## src/pkg/cwd_pkg.sv

```systemverilog
// Constants for the configuration word decoder and its reset timers.
// Assumes a single 40 MHz core clock; only the power-up delay count below is derived from it.
package cwd_pkg;
	// ----------------------------------------
	// Configuration word layout
	// ----------------------------------------
	localparam int CFG_W = 14;
	localparam logic [13:0] CFG_ADDR = 14'h2007;
	localparam logic [13:0] CFG_ERASED = 14'h3FFF;
	localparam int CP_HI_MSB = 13;
	localparam int CP_HI_LSB = 12;
	localparam int UNIMPL_BIT = 10;
	localparam int BOR_EN_BIT = 6;
	localparam int CP_LO_MSB = 5;
	localparam int CP_LO_LSB = 4;
	localparam int POWERUP_DELAY_TIMER_N_BIT = 3;
	localparam int WDT_EN_BIT = 2;
	localparam int OSC_MSB = 1;
	localparam int OSC_LSB = 0;
	// ----------------------------------------
	// Code protection ranges
	// ----------------------------------------
	localparam logic [1:0] CP_OFF = 2'h3;
	localparam logic [1:0] CP_TOP = 2'h2;
	localparam logic [1:0] CP_HALF = 2'h1;
	localparam logic [1:0] CP_ALL = 2'h0;
	localparam logic [13:0] ADDR_ZERO = 14'h0000;
	localparam logic [13:0] BIG_TOP_LO = 14'h1F00;
	localparam logic [13:0] BIG_HALF_LO = 14'h1000;
	localparam logic [13:0] BIG_END = 14'h1FFF;
	localparam logic [13:0] SML_TOP_LO = 14'h0F00;
	localparam logic [13:0] SML_HALF_LO = 14'h0800;
	localparam logic [13:0] SML_END = 14'h0FFF;
	// ----------------------------------------
	// Oscillator modes
	// ----------------------------------------
	typedef enum logic [1:0] {
		OSC_LP = 2'h0,
		OSC_XT = 2'h1,
		OSC_HS = 2'h2,
		OSC_RC = 2'h3
	} cwd_osc_t;
	// ----------------------------------------
	// Timing
	// ----------------------------------------
	localparam int CLK_HZ = 40_000_000;
	localparam int POWERUP_DELAY_TIMER_MS = 72;
	localparam int POWERUP_DELAY_TIMER_CYC = POWERUP_DELAY_TIMER_MS * (CLK_HZ / 1000);
	localparam int OST_CYC = 1024;
	localparam int WDT_TICKS = 2048;
	// ----------------------------------------
	// Reset sequencer states
	// ----------------------------------------
	typedef enum logic [4:0] {
		S_POWERUP_DELAY_TIMER = 5'h01,
		S_OST = 5'h02,
		S_RUN = 5'h04,
		S_SLEEP = 5'h08,
		S_WRST = 5'h10
	} cwd_state_t;
endpackage

```

## src/hw/cwd_config_decoder.sv

```systemverilog
// Configuration word store, decoder, reset time-out sequencer and watchdog.
// Assumes all inputs synchronous to core_clk; osc_tick and wdt_rc_tick are
// one-cycle enables marking oscillator input cycles and watchdog RC cycles.
`timescale 1ns/1ps
module cwd_config_decoder
	import cwd_pkg::*;
#(
	parameter bit BIG_MEM = 1'b1,
	parameter int POWERUP_DELAY_TIMER_CYCLES = cwd_pkg::POWERUP_DELAY_TIMER_CYC,
	parameter int OST_CYCLES = cwd_pkg::OST_CYC,
	parameter int WDT_PERIOD = cwd_pkg::WDT_TICKS
) (
	input wire logic core_clk, // Core clock
	input wire logic nrst, // Sync reset, low active
	input wire logic nvm_init, // Cell initialise to erased
	input wire logic prog_mode, // Programming mode
	input wire logic [13:0] prog_addr, // Programming address
	input wire logic prog_wr, // Programming write strobe
	input wire logic [cwd_pkg::CFG_W-1:0] prog_wdata, // Programming data
	output logic [cwd_pkg::CFG_W-1:0] prog_rdata, // Programming read data
	input wire logic por_event, // Power-on detect pulse
	input wire logic brownout_reset_event, // Supply dip pulse
	input wire logic mclr_n, // External reset, low active
	input wire logic sleep_req, // Sleep instruction pulse
	input wire logic irq_wake, // Interrupt wake request
	input wire logic wdt_clear, // Watchdog clear pulse
	input wire logic osc_tick, // Oscillator input cycle
	input wire logic wdt_rc_tick, // Watchdog RC cycle
	output logic [1:0] code_protect_range_field, // Effective protection
	output logic [13:0] protect_lo, // First protected address
	output logic [13:0] protect_hi, // Last protected address
	output logic protect_on, // Some range protected
	output logic brownout_reset_enable_bit, // Brown-out enabled
	output logic powerup_timer_on, // Power-up timer in use
	output logic watchdog_enable_bit, // Watchdog enabled
	output cwd_pkg::cwd_osc_t oscillator_select_field, // Oscillator mode
	output logic core_in_reset, // Core held in reset
	output logic core_sleeping, // Core in sleep
	output logic watchdog_timeout // Watchdog expiry pulse
);
	import cwd_pkg::*;

	initial begin
		if (POWERUP_DELAY_TIMER_CYCLES < 1 || POWERUP_DELAY_TIMER_CYCLES > 4194303 || OST_CYCLES < 1
			|| OST_CYCLES > 4095 || WDT_PERIOD < 1 || WDT_PERIOD > 65535) begin
			$error("cwd_config_decoder: timer parameter out of range");
		end
	end

	// ----------------------------------------
	// Nonvolatile word
	// ----------------------------------------
	// The cell ignores nrst: a device reset must not erase programming.
	logic [CFG_W-1:0] nvm;
	logic [CFG_W-1:0] next_nvm;
	logic cfg_hit;
	logic [CFG_W-1:0] next_rdata;

	assign cfg_hit = prog_mode && (prog_addr == CFG_ADDR);

	always_comb begin
		next_nvm = nvm;
		next_rdata = '0;
		if (nvm_init) begin
			next_nvm = CFG_ERASED;
		end else if (cfg_hit && prog_wr) begin
			next_nvm = nvm & prog_wdata;
		end
		next_nvm[UNIMPL_BIT] = 1'b1;
		// only the programming path sees 2007h
		if (cfg_hit) begin
			next_rdata = nvm;
		end
	end

	always_ff @(posedge core_clk) begin
		nvm <= next_nvm;
		if (!nrst) begin
			prog_rdata <= '0;
		end else begin
			prog_rdata <= next_rdata;
		end
	end

	// ----------------------------------------
	// Decoded settings
	// ----------------------------------------
	logic [1:0] cp_q;
	logic bor_q;
	logic powerup_delay_timer_n_q;
	logic wdt_q;
	cwd_osc_t osc_q;
	logic [1:0] next_cp;
	logic next_bor;
	logic next_powerup_delay_timer_n;
	logic next_wdt;
	cwd_osc_t next_osc;

	always_comb begin
		next_cp = cp_q;
		next_bor = bor_q;
		next_powerup_delay_timer_n = powerup_delay_timer_n_q;
		next_wdt = wdt_q;
		next_osc = osc_q;
		// track the word only while reset is held
		if (!nrst) begin
			// mismatched copies resolve to their AND, at least as strong as the stronger copy
			next_cp = nvm[CP_HI_MSB:CP_HI_LSB] & nvm[CP_LO_MSB:CP_LO_LSB];
			next_bor = nvm[BOR_EN_BIT];
			next_powerup_delay_timer_n = nvm[POWERUP_DELAY_TIMER_N_BIT];
			next_wdt = nvm[WDT_EN_BIT];
			next_osc = cwd_osc_t'(nvm[OSC_MSB:OSC_LSB]);
		end
	end

	always_ff @(posedge core_clk) begin
		cp_q <= next_cp;
		bor_q <= next_bor;
		powerup_delay_timer_n_q <= next_powerup_delay_timer_n;
		wdt_q <= next_wdt;
		osc_q <= next_osc;
	end

	always_comb begin
		protect_lo = BIG_MEM ? BIG_TOP_LO : SML_TOP_LO;
		protect_hi = BIG_MEM ? BIG_END : SML_END;
		case (cp_q)
			CP_HALF: protect_lo = BIG_MEM ? BIG_HALF_LO : SML_HALF_LO;
			CP_ALL: protect_lo = ADDR_ZERO;
			default: protect_lo = BIG_MEM ? BIG_TOP_LO : SML_TOP_LO;
		endcase
	end

	assign code_protect_range_field = cp_q;
	assign protect_on = (cp_q != CP_OFF);
	assign brownout_reset_enable_bit = bor_q;
	assign powerup_timer_on = !powerup_delay_timer_n_q || bor_q;
	assign watchdog_enable_bit = wdt_q;
	assign oscillator_select_field = osc_q;

	// ----------------------------------------
	// Reset sequencer
	// ----------------------------------------
	cwd_state_t state;
	cwd_state_t next_state;
	logic [21:0] powerup_delay_timer_cnt;
	logic [21:0] next_powerup_delay_timer_cnt;
	logic [11:0] ost_cnt;
	logic [11:0] next_ost_cnt;
	logic crystal;
	logic power_evt;
	logic wdt_hit;

	assign crystal = (osc_q != OSC_RC);
	assign power_evt = por_event || (brownout_reset_event && bor_q);

	always_comb begin
		next_state = state;
		next_powerup_delay_timer_cnt = powerup_delay_timer_cnt;
		next_ost_cnt = ost_cnt;
		if (power_evt) begin
			// delay only on power-up or brown-out
			next_powerup_delay_timer_cnt = '0;
			next_ost_cnt = '0;
			next_state = powerup_timer_on ? S_POWERUP_DELAY_TIMER : (crystal ? S_OST : S_RUN);
		end else begin
			case (state)
				S_POWERUP_DELAY_TIMER: begin
					next_powerup_delay_timer_cnt = powerup_delay_timer_cnt + 22'h000001;
					if (powerup_delay_timer_cnt == 22'(POWERUP_DELAY_TIMER_CYCLES - 1)) begin
						// start-up count follows the power-up delay
						next_state = crystal ? S_OST : S_RUN;
					end
				end
				S_OST: begin
					if (osc_tick) begin
						next_ost_cnt = ost_cnt + 12'h001;
						if (ost_cnt == 12'(OST_CYCLES - 1)) begin
							next_state = S_RUN;
						end
					end
				end
				S_RUN: begin
					if (wdt_hit) begin
						next_state = S_WRST;
					end else if (sleep_req && mclr_n) begin
						next_state = S_SLEEP;
					end
				end
				S_SLEEP: begin
					next_ost_cnt = '0;
					if (!mclr_n) begin
						next_state = S_RUN;
					end else if (wdt_hit || irq_wake) begin
						next_state = crystal ? S_OST : S_RUN;
					end
				end
				S_WRST: next_state = S_RUN;
				default: next_state = S_POWERUP_DELAY_TIMER;
			endcase
		end
	end

	always_ff @(posedge core_clk) begin
		if (!nrst) begin
			state <= S_POWERUP_DELAY_TIMER;
			powerup_delay_timer_cnt <= '0;
			ost_cnt <= '0;
		end else begin
			state <= next_state;
			powerup_delay_timer_cnt <= next_powerup_delay_timer_cnt;
			ost_cnt <= next_ost_cnt;
		end
	end

	assign core_in_reset = !(state == S_RUN || state == S_SLEEP) || !mclr_n;
	assign core_sleeping = (state == S_SLEEP);

	// ----------------------------------------
	// Watchdog
	// ----------------------------------------
	logic [15:0] wdt_cnt;
	logic [15:0] next_wdt_cnt;

	assign wdt_hit = wdt_q && wdt_rc_tick && (wdt_cnt == 16'(WDT_PERIOD - 1));

	always_comb begin
		next_wdt_cnt = wdt_cnt;
		// the configuration, a clear, core reset or expiry zeroes it; ticks come from its RC
		if (!wdt_q || wdt_clear || core_in_reset || wdt_hit) begin
			next_wdt_cnt = '0;
		end else if (wdt_rc_tick) begin
			next_wdt_cnt = wdt_cnt + 16'h0001;
		end
	end

	always_ff @(posedge core_clk) begin
		if (!nrst) begin
			wdt_cnt <= '0;
			watchdog_timeout <= 1'b0;
		end else begin
			wdt_cnt <= next_wdt_cnt;
			watchdog_timeout <= wdt_hit;
		end
	end

	// ----------------------------------------
	// Checks
	// ----------------------------------------
	property p_erase;
		@(posedge core_clk) nvm_init |=> (nvm == CFG_ERASED);
	endproperty
	a_erase: assert property (p_erase) else $error("erase not all ones");
	property p_clear_only;
		@(posedge core_clk) !nvm_init |=> ((nvm & ~$past(nvm)) == '0);
	endproperty
	a_clear_only: assert property (p_clear_only) else $error("bit set by write");
	property p_gate;
		@(posedge core_clk) disable iff (!nrst) !prog_mode |=> (prog_rdata == '0);
	endproperty
	a_gate: assert property (p_gate) else $error("word read outside programming");
	property p_hold;
		@(posedge core_clk) disable iff (!nrst) $stable(osc_q) && $stable(cp_q);
	endproperty
	a_hold: assert property (p_hold) else $error("settings moved at run time");
	property p_powerup_delay_timer_force;
		@(posedge core_clk) disable iff (!nrst) bor_q |-> powerup_timer_on;
	endproperty
	a_powerup_delay_timer_force: assert property (p_powerup_delay_timer_force) else $error("brown-out without timer");
	property p_rc_skip;
		@(posedge core_clk) disable iff (!nrst)
			(state == S_SLEEP && irq_wake && mclr_n && !power_evt && !crystal)
			|=> (state == S_RUN);
	endproperty
	a_rc_skip: assert property (p_rc_skip) else $error("start-up timer in RC mode");
	property p_powerup_delay_timer_len;
		@(posedge core_clk) disable iff (!nrst)
			(state == S_POWERUP_DELAY_TIMER) |-> (powerup_delay_timer_cnt < 22'(POWERUP_DELAY_TIMER_CYCLES));
	endproperty
	a_powerup_delay_timer_len: assert property (p_powerup_delay_timer_len) else $error("power-up delay overrun");
	property p_ost_reset;
		@(posedge core_clk) disable iff (!nrst) (state == S_OST) |-> core_in_reset;
	endproperty
	a_ost_reset: assert property (p_ost_reset) else $error("start-up left reset");
	property p_wdt_off;
		@(posedge core_clk) disable iff (!nrst) !wdt_q |=> !watchdog_timeout;
	endproperty
	a_wdt_off: assert property (p_wdt_off) else $error("disabled watchdog fired");
	property p_wake;
		@(posedge core_clk) disable iff (!nrst)
			(state == S_SLEEP && irq_wake && !power_evt) |=> !core_sleeping;
	endproperty
	a_wake: assert property (p_wake) else $error("interrupt did not wake");
	c_powerup_delay_timer_done: cover property (@(posedge core_clk) state == S_POWERUP_DELAY_TIMER ##1 state == S_OST);
	c_run: cover property (@(posedge core_clk) state == S_OST ##1 state == S_RUN);
	c_wdt: cover property (@(posedge core_clk) state == S_RUN ##1 state == S_WRST);
	c_sleep: cover property (@(posedge core_clk) state == S_SLEEP ##1 state == S_OST);
endmodule

```

## config.mk

```make
export PLATFORM = sky130hd
export DESIGN_NAME = cwd_config_decoder
export DESIGN_NICKNAME = d
export VERILOG_FILES = /design/src/pkg/cwd_pkg.sv /design/src/hw/cwd_config_decoder.sv
export SDC_FILE = /design/constraint.sdc
export NUM_CORES = 1
export LEC_CHECK = 0
export BUFFER_PORTS_ARGS = -buffer_cell sky130_fd_sc_hd__buf_2
export CORE_MARGIN = 8
export CORE_UTILIZATION = 55
export CTS_CLUSTER_SIZE = 12
export DETAILED_ROUTE_END_ITERATION = 12
export GPL_TIMING_DRIVEN = 0
export PLACE_DENSITY_LB_ADDON = 0.3
export SLEW_MARGIN = 25
export SYNTH_ARGS = -nofsm -noshare
export SYNTH_HDL_FRONTEND = slang
export SYNTH_SLANG_ARGS = --single-unit
```

## constraint.sdc

```tcl
create_clock -name core_clk -period 4.1 [get_ports core_clk]
set_input_delay 0.205 -clock core_clk [delete_from_list [all_inputs] [get_ports core_clk]]
set_output_delay 0.205 -clock core_clk [all_outputs]
set_load 0.02 [all_outputs]
```

==> impl_metrics.env, run 1 <==
export IMPL_initial_core_util=0.5630
export IMPL_drt_iter0_markers=118
export IMPL_final_design_area_no_fill_um2=4762
export IMPL_routed_wl_um=8838
export IMPL_post_cts_setup_buffers=0
export IMPL_grt_max_degree=18
export IMPL_antenna_found_initial=0
export IMPL_drt_pre_antenna_iters=6
export IMPL_placed_area_um2=4583
export IMPL_maxCapViolCount=0
export IMPL_setup_tns_ns=0
export IMPL_fin_skew_ns=0.01079
export IMPL_crit_chain="ha_1 -> inv_1 -> nor4_1 -> nand2_1 -> nand2_1 -> buf_2 -> nor2_1"
export IMPL_cts_resized=0
export IMPL_worstPathArrival_ns=2.45
export IMPL_crit_path_frequent_cell="nand2_1"
export IMPL_wirelength_met1_um=3772
export IMPL_finalHoldViolCount=0
export IMPL_clkSinkCount=90
export IMPL_status="completed"
export IMPL_min_period_over_period=0.5384
export IMPL_ys_ff_latch=90
export IMPL_postSynthCellCount=448
export IMPL_max_vdd_ir_drop_mv=0.2508
export IMPL_synthFlopType="dfxtp_1"
export IMPL_wl_met2_um=4421
export IMPL_h_tree_depth=3
export IMPL_io_buffer_count=68
export IMPL_via_count=3366
export IMPL_die_h_um=101.7
export IMPL_clk_insertion_delay_late_ns=0.36
export IMPL_drive_gt1_frac=0.2278
export IMPL_fp_coreArea_um2=7176
export IMPL_crit_fanout=10
export IMPL_clk_pin_slew_worst_paths_ns=0.09
export IMPL_first_global_vias=3374
export IMPL_hold_buffers=0
export IMPL_dp_hpwl_um=6704
export IMPL_via_per_inst=5.163
export IMPL_cts_tree="built"
export IMPL_path_class="register to register"
export IMPL_report_final_slew_viol_count=0
export IMPL_fin_hold_ws_ns=0.07424
export IMPL_r2r_setup_slack_ns=1.89
export IMPL_rsz0062_at_grt="no"
export IMPL_design_die_area_um2=10340
export IMPL_yosys_warnings=0
export IMPL_postSynthAreaPerCell_um2=9.018
export IMPL_route_met3_wl_um=555
export IMPL_top_layer="met4"
export IMPL_clockBufferDepth=2
export IMPL_worstSetupEndpointType="register"
export IMPL_antenna_cells=0
export IMPL_ioPinCount=94
export IMPL_p_leak_uw=0.001885
export IMPL_relSlewSlack=0.5595
export IMPL_async_flop_share=0
export IMPL_synth_cell_types=51
export IMPL_worstHoldPathType="input pin to register"
export IMPL_worst_path_buf_inv=2
export IMPL_fmaxAchievable_mhz=453.0
export IMPL_ctsRootBufferMaster="clkbuf_8"
export IMPL_cpMaxStageDelayCell="nor4_1"
export IMPL_cp_start_kind="register"
export IMPL_nNetsFinal=592
export IMPL_synth_edff_count=7
export IMPL_die_x_um=101.7
export IMPL_grt_usage=0.1778
export IMPL_fin_util=0.6636
export IMPL_place_congestion=0.8155
export IMPL_synthesis_area_um2=4040
export IMPL_setup_viol=0
export IMPL_wl_per_cell_um=13.56
export IMPL_ant_nets=0
export IMPL_cts_made_buffers=9
export IMPL_grt_first_pass_wirelength_um=14950
export IMPL_cellPowerDensity_nw_per_um2=319.6
export IMPL_critPathTopFamily="simple AND/OR/NAND/NOR gates"
export IMPL_area_growth_syn_to_layout_pct=17.87
export IMPL_rows=31
export IMPL_critPathMaxStageDelay_ns=0.60
export IMPL_finalCriticalPeriod_ns=2.207
export IMPL_worstPathRequired_ns=4.35
export IMPL_tightest_slew_ns=0.6548
export IMPL_yosysSeqAreaShare=0.4633
export IMPL_post_route_drc_count=0
export IMPL_grt_overflow_total=0
## power breakdown
| group | internal, uW | switching [uW] | total (uW) |
|---|---|---|---|
| clock network | 228 | 317 | 545 |
| registers | 885 | 0.865 | 886 |
| logic | 39.9 | 51.6 | 91.6 |
## metrics by stage
| step | total power (uW) | instances | setup slack, ns |
|---|---|---|---|
| final | 1522 | 652 | 1.893 |
| after global routing | 1589 | 652 | 1.722 |
| after CTS | 1537 | 652 | 1.889 |
| after detailed placement | 995.4 | 636 | 1.908 |
| after global placement | 994.3 | 636 | 1.930 |
| after floorplan | 968.2 | 469 | 2.248 |
## final timing paths
path	start	end	depth (start not counted)
worst min-delay path	nvm_init	nvm[1]	2
worst max register to register	wdt_cnt[0]	wdt_cnt[7]	7
worst min register to register	nvm[6]	brownout_reset_enable_bit	0
worst max-delay path	wdt_cnt[0]	wdt_cnt[7]	7
## worst reg2reg max path: stages, from the launching register on
cell     delay (ns)
dfxtp_1        0.40
ha_1           0.21
inv_1          0.06
nor4_1         0.60
nand2_1        0.23
nand2_1        0.25
buf_2          0.27
nor2_1         0.08
## synthesized netlist by cell type, types with 2 or more instances
master | instances | area share
ha_1 | 3 | 0.0093
nor4_1 | 12 | 0.019
nand4_2 | 2 | 0.0062
nand3_1 | 13 | 0.016
o21ai_0 | 22 | 0.027
mux2i_1 | 2 | 0.0050
inv_1 | 6 | 0.0056
buf_4 | 26 | 0.048
buf_6 | 2 | 0.0056
conb_1 | 2 | 0.0019
edfxtp_1 | 7 | 0.052
a21oi_1 | 8 | 0.0099
a31oi_1 | 2 | 0.0031
xnor2_1 | 24 | 0.052
nand2_1 | 38 | 0.035
buf_2 | 4 | 0.0050
nor4bb_1 | 2 | 0.0050
nor2b_1 | 3 | 0.0046
xor2_1 | 22 | 0.048
nand2b_1 | 14 | 0.022
nor4b_1 | 2 | 0.0043
and3_1 | 17 | 0.026
dfxtp_1 | 83 | 0.41
and4_1 | 3 | 0.0065
clkbuf_1 | 10 | 0.0093
nand4_1 | 13 | 0.020
a211oi_1 | 2 | 0.0037
and2_1 | 8 | 0.012
nor2_1 | 57 | 0.053
nor3_1 | 16 | 0.020
or3_1 | 3 | 0.0046
## routing by layer
layer	track usage	vias up
li1	-	1686
met2	0.3204	97
met5	0	-
met1	0.1936	1577
met4	0.05842	0
met3	0.05223	6
## cell families (layout without fill, tap and decap cells)
| logic type | after synthesis | in the layout | synth area share |
|---|---|---|---|
| buf+inv | 48 | 132 | 0.07371 |
| fa+ha+maj | 3 | 3 | 0.009292 |
| other cells | 2 | 23 | 0.001859 |
| flops | 90 | 90 | 0.4633 |
| mux | 2 | 2 | 0.004955 |
| simple gates | 214 | 214 | 0.2840 |
| xor+xnor | 46 | 46 | 0.09972 |
| compound gates | 43 | 43 | 0.06318 |
## layout make-up
cell class / instances / area, um2
fillers: 621 / 2414
multi-input cells: 331 / 1949
flip-flops and latches: 90 / 1872
repair buffers: 68 / 340.3
plain buffers: 42 / 275.3
clock buffers: 10 / 127.6
well taps: 99 / 123.9
clock inverters: 6 / 51.30
inverters: 6 / 22.52
## placed cells by master (no fill, tap or decap), drive strengths merged, types with 2 or more instances in the layout
cell and n:
buf 100, dfxtp 83, nor2 57, nand2 38, xnor2 24, conb 23
o21ai 23, xor2 22, clkbuf 20, and3 17, nor3 16, nand4 15
nand2b 14, nand3 14, nor4 13, and2 9, a21oi 8, inv 8
edfxtp 7, and4 3, or3 3, nor2b 3, ha 3, clkinv 3
nor4bb 2, nor4b 2, mux2i 2, a31oi 2, a211oi 2, or4b 2
## flip-flops by register name, indices dropped and copies added (netlist names), 2 cells and up
| register | flops |
|---|---|
| nvm | 13 |
| oscillator_select_field | 2 |
| state | 5 |
| wdt_cnt | 16 |
| code_protect_range_field | 2 |
| prog_rdata | 14 |
| powerup_delay_timer_cnt | 22 |
| ost_cnt | 12 |
No activity file was read; power rests on OpenSTA's default activity.
==> inputs of run 2 (changes only) <==
--- a/config.mk
+++ b/config.mk
@@ -5,9 +5,10 @@
 export SDC_FILE = /design/constraint.sdc
 export NUM_CORES = 1
 export LEC_CHECK = 0
+export ABC_AREA = 1
 export BUFFER_PORTS_ARGS = -buffer_cell sky130_fd_sc_hd__buf_2
 export CORE_MARGIN = 8
-export CORE_UTILIZATION = 55
+export CORE_UTILIZATION = 54
 export CTS_CLUSTER_SIZE = 12
 export DETAILED_ROUTE_END_ITERATION = 12
 export GPL_TIMING_DRIVEN = 0
==> constraint.sdc (replaced) <==
create_clock -name core_clk -period 2.2 [get_ports core_clk]
set_input_delay 0.11 -clock core_clk [delete_from_list [all_inputs] [get_ports core_clk]]
set_output_delay 0.11 -clock core_clk [all_outputs]
set_load 0.02 [all_outputs]
==> run 2 against run 1 <==
Routed wire length grew 14%; global-route usage grew 0.61 points; combinational power up 140%; sequential share of layout area down 3.4 points; register-to-register slack worse by 1.4 ns; flip-flop and latch count unchanged; clock-buffer cell count down 1; largest power group unchanged; highest routed layer unchanged.
==> impl_metrics.env, run 2 <==
export IMPL_drive_gt1_frac=0.2151
export IMPL_status="completed"
export IMPL_report_final_slew_viol_count=0
export IMPL_yosys_top_cells_area="dfxtp_1 39%, nand2_1 9.4%, nor2_1 8.1%"
export IMPL_synth_edff_count=7
export IMPL_synthXorXnorAreaFrac=0.02448
export IMPL_pre_cts_slack_ns=0.4587
export IMPL_p_sw_uw=782.9
export IMPL_ant_nets=0
export IMPL_fin_util=0.6750
export IMPL_r2r_setup_slack_ns=0.45
export IMPL_synth_compound_area_frac=0.07899
export IMPL_maxCapViolCount=0
export IMPL_nNetsFinal=741
export IMPL_yosys_warnings=0
export IMPL_top_register="powerup_delay_timer_cnt"
export IMPL_layout_setup_ws_ns=0.4453
export IMPL_antenna_found_initial=0
export IMPL_fillers=648
export IMPL_seqCellArea_um2=1872
export IMPL_setup_viol=0
export IMPL_wl_per_cell_um=12.50
export IMPL_cp_start_kind="register"
export IMPL_clockBufferDepth=2
export IMPL_p_leak_uw=0.002340
export IMPL_synthDominantCellAreaShare=0.3871
export IMPL_max_vdd_ir_drop_mv=0.4313
export IMPL_synth_top_family_by_area="simple AND/OR/NAND/NOR gates"
export IMPL_place_congestion=0.8383
export IMPL_fin_skew_ns=0.01101
export IMPL_final_cell_mix="108 x nand2_1, 93 x nor2_1, 83 x dfxtp_1, 75 x inv_1, 73 x buf_2"
export IMPL_cts_resized=0
export IMPL_grt_max_degree=19
export IMPL_finalCriticalPeriod_ns=1.755
export IMPL_via_per_inst=4.807
export IMPL_async_flop_share=0
export IMPL_routed_wl_um=10050
export IMPL_p_int_uw=2302
export IMPL_path_class="register to register"
export IMPL_design_die_area_um2=11060
export IMPL_drt_iter0_markers=147
export IMPL_multiInputGateArea_um2=1961
export IMPL_postSynthAreaPerCell_um2=7.389
export IMPL_worstSetupEndpointType="register"
export IMPL_clk_insertion_delay_late_ns=0.36
export IMPL_power_frac_comb=0.071
export IMPL_power_total_uw=3084
export IMPL_synthMuxAreaShare=0.002332
export IMPL_area_growth_syn_to_layout_pct=21.51
export IMPL_final_cell_count_no_fill=804
export IMPL_min_period_over_period=0.7976
export IMPL_io_buffer_count=68
export IMPL_largest_reg_flops=22
export IMPL_worstPathRequired_ns=2.49
export IMPL_dp_hpwl_um=7397
export IMPL_worstHoldPathType="input pin to register"
export IMPL_grt_usage=0.1840
export IMPL_synth_cell_types=37
export IMPL_via_count=3865
export IMPL_busiest_layer="met2"
export IMPL_dp_cells=772
export IMPL_rows=32
export IMPL_synthAdderAreaFrac=0.008744
export IMPL_fp_coreArea_um2=7727
export IMPL_initial_core_util=0.5555
export IMPL_power_frac_seq=0.537
export IMPL_p_sw_frac=0.2538
export IMPL_crit_fanout=8
export IMPL_cellPowerDensity_nw_per_um2=591.3
export IMPL_die_h_um=105.2
export IMPL_post_route_drc_count=0
export IMPL_ys_ff_latch=90
export IMPL_ctsRootBufferMaster="clkbuf_8"
export IMPL_synth_common_cells="108 x nand2_1, 93 x nor2_1, 83 x dfxtp_1, 75 x inv_1, 33 x nand3_1"
export IMPL_met1_usage=0.1946
export IMPL_postSynthCellCount=581
export IMPL_synthesis_area_um2=4293
export IMPL_die_x_um=105.2
export IMPL_grt_use_met3=0.06327
export IMPL_ioPinCount=94
export IMPL_worstPathArrival_ns=2.04
export IMPL_use_met2=0.3330
export IMPL_drt_pre_antenna_iters=5
export IMPL_setup_tns_ns=0
export IMPL_cts_made_buffers=9
export IMPL_grt_first_pass_wirelength_um=17190
export IMPL_grt_overflow_total=0
export IMPL_synthFlopType="dfxtp_1"
export IMPL_yosysMostFrequentCell="nand2_1"
export IMPL_yosysSeqAreaShare=0.4360
export IMPL_antenna_cells=0
export IMPL_cts_tree="built"
export IMPL_rsz0062_at_grt="no"
export IMPL_clk_pin_slew_worst_paths_ns=0.10
export IMPL_finalHoldViolCount=0
export IMPL_yosys_area_share_simple=0.3221
export IMPL_first_global_vias=3895
export IMPL_synth_top_area_cell="dfxtp_1"
export IMPL_top_regs="powerup_delay_timer_cnt: 22 flops, wdt_cnt: 16 flops, prog_rdata: 14 flops"
export IMPL_h_tree_depth=3
export IMPL_p_clk_frac=0.392
export IMPL_clkSinkCount=90
export IMPL_mostFrequentLayoutCell="nand2_1"
export IMPL_fmaxAchievable_mhz=569.9
[run 2: cell types whose count changed after synthesis, sizes merged, moves of 17 or more]
cell   previous run  this run
nand3            14        38
and3             17         0
a21oi             8        28
xnor2            24         4
nor2             57       104
inv               6        80
nand2            38       112
[run 2: area by class of cell]
cell class,instances,share of cell area
multi-input cells,398,0.3759
flip-flops and latches,90,0.3588
repair buffers,84,0.09595
inverters,80,0.05757
plain buffers,34,0.04581
well taps,102,0.02447
clock buffers,9,0.02375
clock inverters,7,0.01775
[run 2: metrics by stage]
step / area (um2) / hold WS [ns]
6_report: 5216 / 0.05852
5_1_grt: 5216 / 0.07987
4_1_cts: 5216 / 0.05135
3_5_place_dp: 4840 / 0.3234
3_3_place_gp: 4840 / 0.3166
2_1_floorplan: 4372 / 0.1972
[run 2: final timing paths]
path / to / cells past startpoint / start
worst max-delay path: ost_cnt[8] / 7 / brownout_reset_enable_bit
worst max register to register: ost_cnt[8] / 7 / brownout_reset_enable_bit
worst min register to register: prog_rdata[11] / 2 / nvm[11]
worst min-delay path: wdt_cnt[10] / 4 / wdt_clear
[run 2: cell families (layout without fill, tap and decap cells)]
| logic type | count (synthesis) | after routing |
|---|---|---|
| simple gates | 296 | 296 |
| flops | 90 | 90 |
| mux | 1 | 1 |
| xor+xnor | 12 | 12 |
| other cells | 2 | 23 |
| compound gates | 63 | 63 |
| buf+inv | 114 | 214 |
| fa+ha+maj | 3 | 3 |
[run 2: critical path, stage by stage, from the launching register on]
cell	delay, ns
edfxtp_1	0.46
a21oi_4	0.28
inv_1	0.12
nor2_1	0.23
inv_2	0.14
nor2_2	0.19
o21ai_0	0.14
a21oi_1	0.12
[run 2: what timing repair did]
item                       in CTS  in global routing
hold buffers                   16                  0
hold endpoints to repair       14                  0
setup buffers                   0                  0
setup endpoints to repair       0                  0
[run 2: power by group through the flow]
stage | clock network (uW) | registers (uW) | logic [uW]
after floorplan | 0 | 1690 | 140
after global placement | 0 | 1690 | 192
after detailed placement | 0 | 1690 | 195
after CTS | 1220 | 1660 | 214
after global routing | 1290 | 1660 | 239
final | 1210 | 1660 | 220
[run 2: per-layer routing]
| layer | routed length, um | vias to the layer above |
|---|---|---|
| met5 | 0 | - |
| met4 | 100 | 0 |
| met3 | 719 | 10 |
| met2 | 5020 | 92 |
| met1 | 4208 | 1744 |
| li1 | - | 2019 |
